### config.mk
export PLATFORM = sky130hd
export DESIGN_NAME = iome_execute
export DESIGN_NICKNAME = d
export VERILOG_FILES = /design/src/common/iome_pkg.sv /design/src/hw/iome_decode.sv /design/src/hw/iome_execute.sv
export SDC_FILE = /design/constraint.sdc
export NUM_CORES = 1
export LEC_CHECK = 0
export ABC_CLOCK_PERIOD_IN_PS = 4900
export BUFFER_PORTS_ARGS = -buffer_cell sky130_fd_sc_hd__buf_2
export CORE_ASPECT_RATIO = 0.7
export CORE_MARGIN = 5
export CORE_UTILIZATION = 55
export CTS_CLUSTER_DIAMETER = 80
export DETAILED_ROUTE_END_ITERATION = 8
export GPL_ROUTABILITY_DRIVEN = 0
export PLACE_DENSITY = 0.85
export SYNTH_ARGS = -nofsm -noshare
export SYNTH_HDL_FRONTEND = slang
export SYNTH_SLANG_ARGS = --single-unit
### constraint.sdc
create_clock -name clk_i -period 4.9 [get_ports clk_i]
set_clock_uncertainty 0.15 [all_clocks]
set_input_delay 0.245 -clock clk_i [delete_from_list [all_inputs] [get_ports clk_i]]
set_output_delay 0.245 -clock clk_i [all_outputs]
set_load 0.01 [all_outputs]
### src/common/iome_pkg.sv
/*
  Shared constants and carriers for the increment/OR/move execute block.
  Assumes a 14-bit program word and an 8-bit data path.
*/
package iome_pkg;
  // ===========================================================
  // Word layout
  localparam int WORD_W = 14;
  localparam int DATA_W = 8;
  localparam int ADDR_W = 7;
  localparam int DEST_BIT = 7;
  localparam int OP_HI = 13;
  localparam int OP_LO = 8;
  // ===========================================================
  // Opcode patterns (bits 13:8)
  localparam logic [5:0] INCREMENT_REGISTER_OP = 6'h0A;
  localparam logic [5:0] OR_ACC_WITH_REGISTER_OP = 6'h04;
  localparam logic [5:0] MOVE_REGISTER_OP = 6'h08;
  localparam logic [5:0] OR_LITERAL_INTO_ACC_OP = 6'h38;
  // ===========================================================
  // Reset values
  localparam logic [7:0] ACC_RESET = 8'h00;
  localparam logic ZERO_RESET = 1'b0;

  typedef enum logic [2:0] {
    IOME_NONE,
    IOME_INC,
    IOME_ORL,
    IOME_ORF,
    IOME_MOV
  } iome_op_e;

  // Decoded instruction
  typedef struct packed {
    iome_op_e op;
    logic dest_file;
    logic [6:0] addr;
    logic [7:0] literal;
  } iome_dec_s;

  // File register write request
  typedef struct packed {
    logic we;
    logic [6:0] addr;
    logic [7:0] data;
  } iome_wr_s;
endpackage

### src/hw/iome_decode.sv
/*
  Combinational decoder for the four supported instruction words.
  Assumes the word is stable for the whole instruction cycle.
*/
`timescale 1ns/100ps
module iome_decode (
  input wire logic [13:0] word_i, // Instruction word
  output iome_pkg::iome_dec_s dec_o // Decoded fields
);
  // ===========================================================
  // Opcode match and field extraction
  always_comb
  begin
    dec_o.dest_file = word_i[iome_pkg::DEST_BIT];
    dec_o.addr = word_i[6:0];
    dec_o.literal = word_i[7:0];
    case (word_i[iome_pkg::OP_HI:iome_pkg::OP_LO])
      iome_pkg::INCREMENT_REGISTER_OP: dec_o.op = iome_pkg::IOME_INC;
      iome_pkg::OR_LITERAL_INTO_ACC_OP: dec_o.op = iome_pkg::IOME_ORL;
      iome_pkg::OR_ACC_WITH_REGISTER_OP: dec_o.op = iome_pkg::IOME_ORF;
      iome_pkg::MOVE_REGISTER_OP: dec_o.op = iome_pkg::IOME_MOV;
      default: dec_o.op = iome_pkg::IOME_NONE;
    endcase
  end
endmodule

### src/hw/iome_execute.sv
/*
  Executes increment, OR-literal, OR-register and move-register words.
  Assumes fetch supplies one valid word per cycle and the register file
  answers the read address combinationally in the same cycle.
*/
// What this block does
// (RULE_01) Increment adds one to a file register modulo 256, sets zero.
// (RULE_02) Increment result goes to accumulator if dest clear, else register.
// (RULE_03) OR-literal ORs accumulator with low eight bits into accumulator.
// (RULE_04) OR-register ORs accumulator with register, routed by dest bit.
// (RULE_05) Move copies the register value unchanged to its destination.
// (RULE_06) Move: dest clear loads accumulator, set rewrites same register.
// (RULE_07) Move updates zero flag even when writing back to itself.
// (RULE_08) One word, one cycle each; zero set exactly when result is zero.
`timescale 1ns/100ps
module iome_execute (
  input wire logic clk_i, // 10 MHz core clock
  input wire logic reset_i, // Async reset, active high
  input wire logic valid_i, // Instruction word valid
  input wire logic [13:0] word_i, // Instruction word
  output logic [6:0] rd_addr_o, // File register read address
  input wire logic [7:0] rd_data_i, // File register read data
  output iome_pkg::iome_wr_s wr_o, // File register write
  output logic [7:0] acc_o, // Working accumulator
  output logic zero_o, // Zero flag
  output logic done_o // Supported word executed
);
  iome_pkg::iome_dec_s dec;
  logic [7:0] acc;
  logic zero;
  iome_pkg::iome_wr_s wr;
  logic done;
  logic [7:0] next_acc;
  logic next_zero;
  iome_pkg::iome_wr_s next_wr;
  logic next_done;
  logic [7:0] result;
  logic hit;
  logic [7:0] operand;

  // ===========================================================
  // Decoder
  iome_decode u_decode (
    .word_i(word_i),
    .dec_o(dec)
  );

  assign rd_addr_o = dec.addr;

  // Zero test shared by every result path
  function automatic logic is_zero(input logic [7:0] v);
    is_zero = (v == 8'h00);
  endfunction

  // ===========================================================
  // Operand bypass
  // The file write lands one edge after the result is registered, so a
  // word that reads the same register in the very next cycle would see
  // the stale value; the pending write-back data is used instead.
  always_comb
  begin
    operand = rd_data_i;
    if (wr.we && (wr.addr == dec.addr))
      operand = wr.data;
  end

  // ===========================================================
  // Execute: result, destination and flag
  always_comb
  begin
    next_acc = acc;
    next_zero = zero;
    next_wr = '0;
    next_done = 1'b0;
    hit = valid_i && (dec.op != iome_pkg::IOME_NONE);
    case (dec.op)
      iome_pkg::IOME_INC: result = operand + 8'h01; // RULE_01
      iome_pkg::IOME_ORL: result = acc | dec.literal; // RULE_03
      iome_pkg::IOME_ORF: result = acc | operand; // RULE_04
      iome_pkg::IOME_MOV: result = operand; // RULE_05
      default: result = acc;
    endcase
    if (hit)
    begin
      next_done = 1'b1; // RULE_08
      next_zero = is_zero(result); // RULE_07
      if (dec.op == iome_pkg::IOME_ORL)
        next_acc = result; // RULE_03
      else if (dec.dest_file)
      begin
        // Write back to the addressed register
        next_wr.we = 1'b1; // RULE_02 RULE_06
        next_wr.addr = dec.addr;
        next_wr.data = result;
      end
      else
        next_acc = result; // RULE_02
    end
  end

  // Register state
  always_ff @(posedge clk_i or posedge reset_i)
  begin
    if (reset_i)
    begin
      acc <= iome_pkg::ACC_RESET;
      zero <= iome_pkg::ZERO_RESET;
      wr <= '0;
      done <= 1'b0;
    end
    else
    begin
      acc <= next_acc;
      zero <= next_zero;
      wr <= next_wr;
      done <= next_done;
    end
  end

  assign acc_o = acc;
  assign zero_o = zero;
  assign wr_o = wr;
  assign done_o = done;
endmodule

# Word level (Yosys, flattened, before mapping)
# Cells that the tools add are included.
[totals] latchBits=0 ff_bits=26 inputBits=25 rom_bits=0 out_inout_bits=33 mem_bits_rw=0 n_memories=0 word_cells=33
[op_classes] n_bitwise=2 n_mux=9 div=0 n_eq_ne=10 n_lt_le_gt_ge=0 shifts=0 n_mul=0 add_sub_neg=1 reduce_logical=5
[ops] cell="two-way mux 16 bit" count=3
[ops] cell="case mux 8 bit (4 select lines)" count=1
[ops] cell="two-way mux 8 bit" count=3
[ops] cell="bitwise OR 8 bit" count=2
[ops] cell="equality test 6 x 4 -> 1 bit (second input constant)" count=2
[ops] cell="case mux 3 bit (4 select lines)" count=1
[ops] cell="adder 8 x 1 -> 8 bit (second input constant)" count=1
[ops] cell="zero test 8 bit" count=1
[ops] cell="equality test 7 bit" count=1
[ops] cell="equality test 3 x 2 -> 1 bit (second input constant)" count=2
[ops] cell="equality test 6 x 3 -> 1 bit (second input constant)" count=1
[ops] cell="equality test 6 bit (second input constant)" count=1
[ops] cell="equality test 3 x 1 -> 1 bit (second input constant)" count=1
[ops] cell="equality test 3 bit (second input constant)" count=1
[ops] cell="nonzero test 3 bit" count=1
[ops] cell="logical AND 1 bit" count=2
[ops] cell="!= test 2 x 1 -> 1 bit (second input constant)" count=1
[ops] cell="AND reduction 2 bit" count=1
[ops] cell="two-way mux 1 bit" count=1

# Logic depth before layout (Yosys ltp)
[logic_depth] ltp_word=8 mapped_depth=13 depth_no_buf=12

# Hierarchy
# From an unflattened synthesis, not the netlist that was laid out.
[hier_totals] hier_cells=244 hier_area_um2=2054.5
[by_module_without_submodules] mod="iome_execute" cells_per_inst=220 area_per_inst_um2=1856.8 instances=1 seq_area_each_um2=650.6
[by_module_without_submodules] mod="iome_decode" cells_per_inst=24 area_per_inst_um2=197.7 instances=1 seq_area_each_um2=0.0

# Least setup slack after synthesis
# OpenSTA, ideal clock, no wires.
[synth_timing] path_type="flip-flop to flip-flop" from="register wr, in the netlist wr_o[14]" to="register zero (netlist: zero_o)" t_arrival_ns=2.535 stages_incl_launch_ff=12 period_less_slack_ns=2.751 setup_slack_ns=2.149 required_time_ns=4.684 cell_sequence="dfrtp_1 -> xnor2_1 -> nand4_1 -> nor2_1 -> buf_6 -> mux2i_1 -> inv_1 -> ha_1 -> a221oi_2 -> nand3_1 -> nor4b_2 -> a41o_1"
[synth_between] elab_chain_len=6 word_cells_on_any_way=7
[synth_lines] element="from (decl)" line_no="iome_execute.sv:31" source="iome_pkg::iome_wr_s wr;"
[synth_lines] element="from (signal assigned)" line_no="iome_execute.sv:115" source="wr <= next_wr;"
[synth_lines] element="equality test 7 bit *" line_no="iome_execute.sv:63" source="if (wr.we && (wr.addr == dec.addr))"
[synth_lines] element="logical AND 1 bit *" line_no="iome_execute.sv:63"
[synth_lines] element="two-way mux 8 bit *" line_no="iome_execute.sv:63"
[synth_lines] element="adder 8 x 1 -> 8 bit / bitwise OR 8 bit (equally long branches)" line_no="iome_execute.sv:77, iome_execute.sv:79"
[synth_lines] element="case mux 8 bit (4 select lines) *" line_no="iome_execute.sv:76" source="case (dec.op)"
[synth_lines] element="zero test 8 bit *" line_no="iome_execute.sv:52" source="is_zero = (v == 8'h00);"
[synth_lines] element="to (signal assigned)" line_no="iome_execute.sv:107" source="zero <= iome_pkg::ZERO_RESET;"
[synth_lines] element="to (signal assigned)" line_no="iome_execute.sv:114" source="zero <= next_zero;"
[synth_lines] element="to (decl)" line_no="iome_execute.sv:30" source="logic zero;"
# Every way passes the cells marked *; elsewhere a longest branch is shown, timed or not.
# A chain may end at the register's enable or synchronous reset.

# Worst setup path in the final report
[layout_timing] from="register wr, in the netlist wr_o[13]" to="register acc[1] (netlist: acc_o[1])"
[layout_between] elab_chain_len=7 word_cells_on_any_way=8
[layout_lines] element="equality test 7 bit *" line_no="iome_execute.sv:63"
[layout_lines] element="logical AND 1 bit *" line_no="iome_execute.sv:63"
[layout_lines] element="two-way mux 8 bit *" line_no="iome_execute.sv:63"
[layout_lines] element="adder 8 x 1 -> 8 bit / bitwise OR 8 bit (equally long branches)" line_no="iome_execute.sv:77, iome_execute.sv:79"
[layout_lines] element="case mux 8 bit (4 select lines) *" line_no="iome_execute.sv:76"
[layout_lines] element="two-way mux 8 bit" line_no="iome_execute.sv:89" source="else if (dec.dest_file)"
[layout_lines] element="two-way mux 8 bit *" line_no="iome_execute.sv:87" source="if (dec.op == iome_pkg::IOME_ORL)"
[layout_lines] element="to (signal assigned)" line_no="iome_execute.sv:106" source="acc <= iome_pkg::ACC_RESET;"
[layout_lines] element="to (signal assigned)" line_no="iome_execute.sv:113" source="acc <= next_acc;"
[layout_lines] element="to (decl)" line_no="iome_execute.sv:29" source="logic [7:0] acc;"
# Every way passes the cells marked *; elsewhere a longest branch is shown, timed or not. The select of a mux whose other input is x is not followed.

==> results.tsv <==
stage	metric	value	unit
outcome	outcome	finished clean	
cells_and_area	fin_util	67.4	%
global_routing	grt_pass1_vias	1697	
power_and_ir_drop	p_per_area	233	nW/um^2
setup_path	cp_cell_sequence	xnor2_1, nand4_1, nor2_1, mux2i_1, inv_1, ha_1, a221oi_1, o21ai_0, o22ai_1, o21ai_0	
timing	slew_headroom	35.6	%
logic_synthesis	synth_nets	239	
global_routing	met2_usage	32.6	%
cells_and_area	layout_common_cells	buf_2, nand2_1, dfrtp_1	
logic_synthesis	ys.flop_type	dfrtp_1	
clock_network	cts_tree	yes	
flow_run	drv_cap	0	
power_and_ir_drop	peakVddDrop	0.224	mV
floorplan	die_w	79.2	microns
floorplan	die_h	58.4	microns
timing	finalHoldViolations	0	
clock_network	holdBufCountCts	0	
global_routing	use_met1	35.7	%
clock_network	htree_levels	1	
global_routing	busiest_layer	met1	
global_routing	grt_antenna_before_repair	0	
timing	fin_tns_setup	0	ns
drt	drcViolationCount	0	
clock_network	clock_sinks	26	
setup_path	critPathKind	flip-flop to flip-flop	
logic_synthesis	syn_inst	213	
drt	avgViaCountPerCell	6.28	
timing	whs	0.0179	ns
drt	detail_route.first_pass.iterations	6	
floorplan	core	3190	sq um
power_and_ir_drop	p_seq_share	45.4	%
timing	setup_viol	0	
cells_and_area	stdcell_count	299	
clock_network	ctsResizeCount	0	
timing	rsz0062_at_grt	no	
power_and_ir_drop	power.internal	368	uW
timing	fmax	0.281	GHz
clock_network	clock-root-buffer	clkbuf_8	
timing	tightest_slew	0.965	ns
placed_design	dp.cells	295	
clock_network	cts_buffer_depth	2	
logic_synthesis	syn_area_per_cell	8.65	sq um
placed_design	port_buffers	57	
logic_synthesis	synthDistinctLibCells	59	
setup_path	r2r_end	acc_o[1]$_DFFE_PP0P_	
cells_and_area	fillers	277	
global_routing	use_met3	8.41	%
power_and_ir_drop	clkPwrFrac	36.5	%
logic_synthesis	ys_warn_count	0	
power_and_ir_drop	power	501	uW
floorplan	pin_count	58	
global_routing	overflow	0	
cells_and_area	mostFrequentLayoutCell	buf_2	
timing	fin_crit	3.56	ns
floorplan	row_count	17	
drt	ant_nets	0	
setup_path	cpPeakStageDelay	0.73	ns
floorplan	start_util	57.7	%
setup_path	rr_worst_depth	10	
setup_path	worstSetupEndpointType	flip-flop	
hold_path	hold_path_class	input port to asynchronous set/reset pin	
logic_synthesis	syn_area	1840	sq um
logic_synthesis	async_reset_ff_share	100	%
cells_and_area	fin_nets	288	
power_and_ir_drop	pwr-share-comb	18.1	%
setup_path	cp_max_fo	12	
setup_path	crit_top_cell	o21ai_0	
global_routing	grt_pass1_wl	8480	microns
logic_synthesis	synth_edf_count	0	
power_and_ir_drop	leakagePower	0.00104	uW
clock_network	path_clk_slew	0.10	ns
setup_path	cpMaxStageDelayCell	nor2_1	
cells_and_area	n_antenna_cell	0	
logic_synthesis	synth_seq_area_share	35.3	%
setup_path	crit_end	acc_o[1]$_DFFE_PP0P_	
global_routing	grt.total_usage	23.6	%
setup_path	critPathRequiredTime	4.89	ns
power_and_ir_drop	swShare	26.6	%
placed_design	dp.final_hpwl	4110	microns
setup_path	cp_data_arrival_time	3.56	ns
drt	drt_iter0_markers	382	
setup_path	crit_path_start	wr_o[13]$_DFF_PP0_	
setup_path	reg2reg_from	wr_o[13]$_DFF_PP0_	
power_and_ir_drop	p_sw	133	uW
clock_network	numCtsBuffers	3	
setup_path	cp-start-kind	flip-flop	
drt	vias	1877	
clock_network	post_cts_buffers	0	
logic_synthesis	ys_seq_elements	26	
timing	finalMaxSlewViolations	0	
global_routing	grt_max_degree	27	
floorplan	dieArea	4620	sq um
drt	drt-wirelength-per-cell	18.0	microns
clock_network	clock_latency	0.28	ns
drt	wl	5390	microns
cells_and_area	drive_above_1_share	29.5	%
timing	final.period_utilization	72.7	%
setup_path	ff2ff_setup_slack	1.34	ns
cells_and_area	area_growth	16.8	%
[metrics by stage]
step                worst slack (ns)  cell area [sq um]
floorplan                       2.15               1840
global placement                1.66               2080
detailed placement              1.52               2080
CTS                             1.45               2150
global route                    1.09               2150
finish                          1.34               2150
[power by group through the flow]
stage	clock [uW]	combinational [uW]	sequential, uW
floorplan	0	50.9	234
detailed placement	0	88.3	231
global route	193	99.2	228
global placement	0	87.8	231
finish	183	90.7	227
CTS	183	89.3	227
[worst max-delay path, delay by kind of cell, from the launching register on]
family | cells | cell delay (ns)
DFF | 1 | 0.41
AOI/OAI and AO/OA | 4 | 0.85
adders and majority gates | 1 | 0.34
and+or+nand+nor | 2 | 1.02
muxes | 1 | 0.36
xor gates and xnor gates | 1 | 0.24
buffers and inverters | 1 | 0.07
[synth_stat cells (3+ instances only)]
cell | n | area share (%)
a21oi_1 | 11 | 3.0
a31oi_1 | 3 | 1.0
and2_1 | 9 | 3.1
buf_4 | 8 | 3.3
dfrtp_1 | 26 | 35
inv_1 | 9 | 1.8
mux2i_1 | 3 | 1.6
nand2_1 | 26 | 5.3
nand3_1 | 8 | 2.2
nand4_1 | 6 | 2.0
nor2_1 | 22 | 4.5
o211ai_1 | 4 | 1.6
o21ai_0 | 11 | 3.0
o22ai_1 | 3 | 1.0
xnor2_1 | 9 | 4.3
xor2_1 | 3 | 1.4
[worst min path at each step]
stage / depth (start not counted) / slack [ns] / to / from
floorplan: 1 / 0.14 / acc_o[0]$_DFFE_PP0P_ / reset_i
global placement: 2 / 0.35 / acc_o[0]$_DFFE_PP0P_ / reset_i
detailed placement: 2 / 0.37 / acc_o[0]$_DFFE_PP0P_ / reset_i
CTS: 2 / 0.05 / wr_o[0]$_DFF_PP0_ / reset_i
global route: 3 / 0.08 / wr_o[13]$_DFF_PP0_ / word_i[5]
finish: 2 / 0.02 / wr_o[8]$_DFF_PP0_ / reset_i
[kinds of logic after synthesis]
kind of cell	Yosys count	share of synthesized area, %
buffers and inverters	22	7.00
AO/OA/AOI/OAI	55	21.2
multiplexers	5	2.85
AND/OR/NAND/NOR	92	27.2
flip-flops	26	35.3
adder cells (fa/ha/maj)	1	0.679
XOR/XNOR	12	5.71
[area by class of cell]
cell class	count	area [sq um]	area share (%)
tap	38	47.5	2.21
multi-input combinational	165	1060	49.4
clock buffer	3	41.3	1.92
timing repair buffer	57	285	13.3
clock inverter	1	30.0	1.40
sequential	26	651	30.3
inverter	9	33.8	1.57
[sequential cells by signal, indices dropped and copies added (netlist names)]
register  flops
done_o        1
acc_o         8
wr_o         16
zero_o        1
[routing by layer]
layer	vias up	share of wire (%)
li1	861	-
met1	860	46
met2	140	39
met3	16	14
met4	0	1.5
met5	-	0
Note: power is estimated with default switching activity, not from simulation.
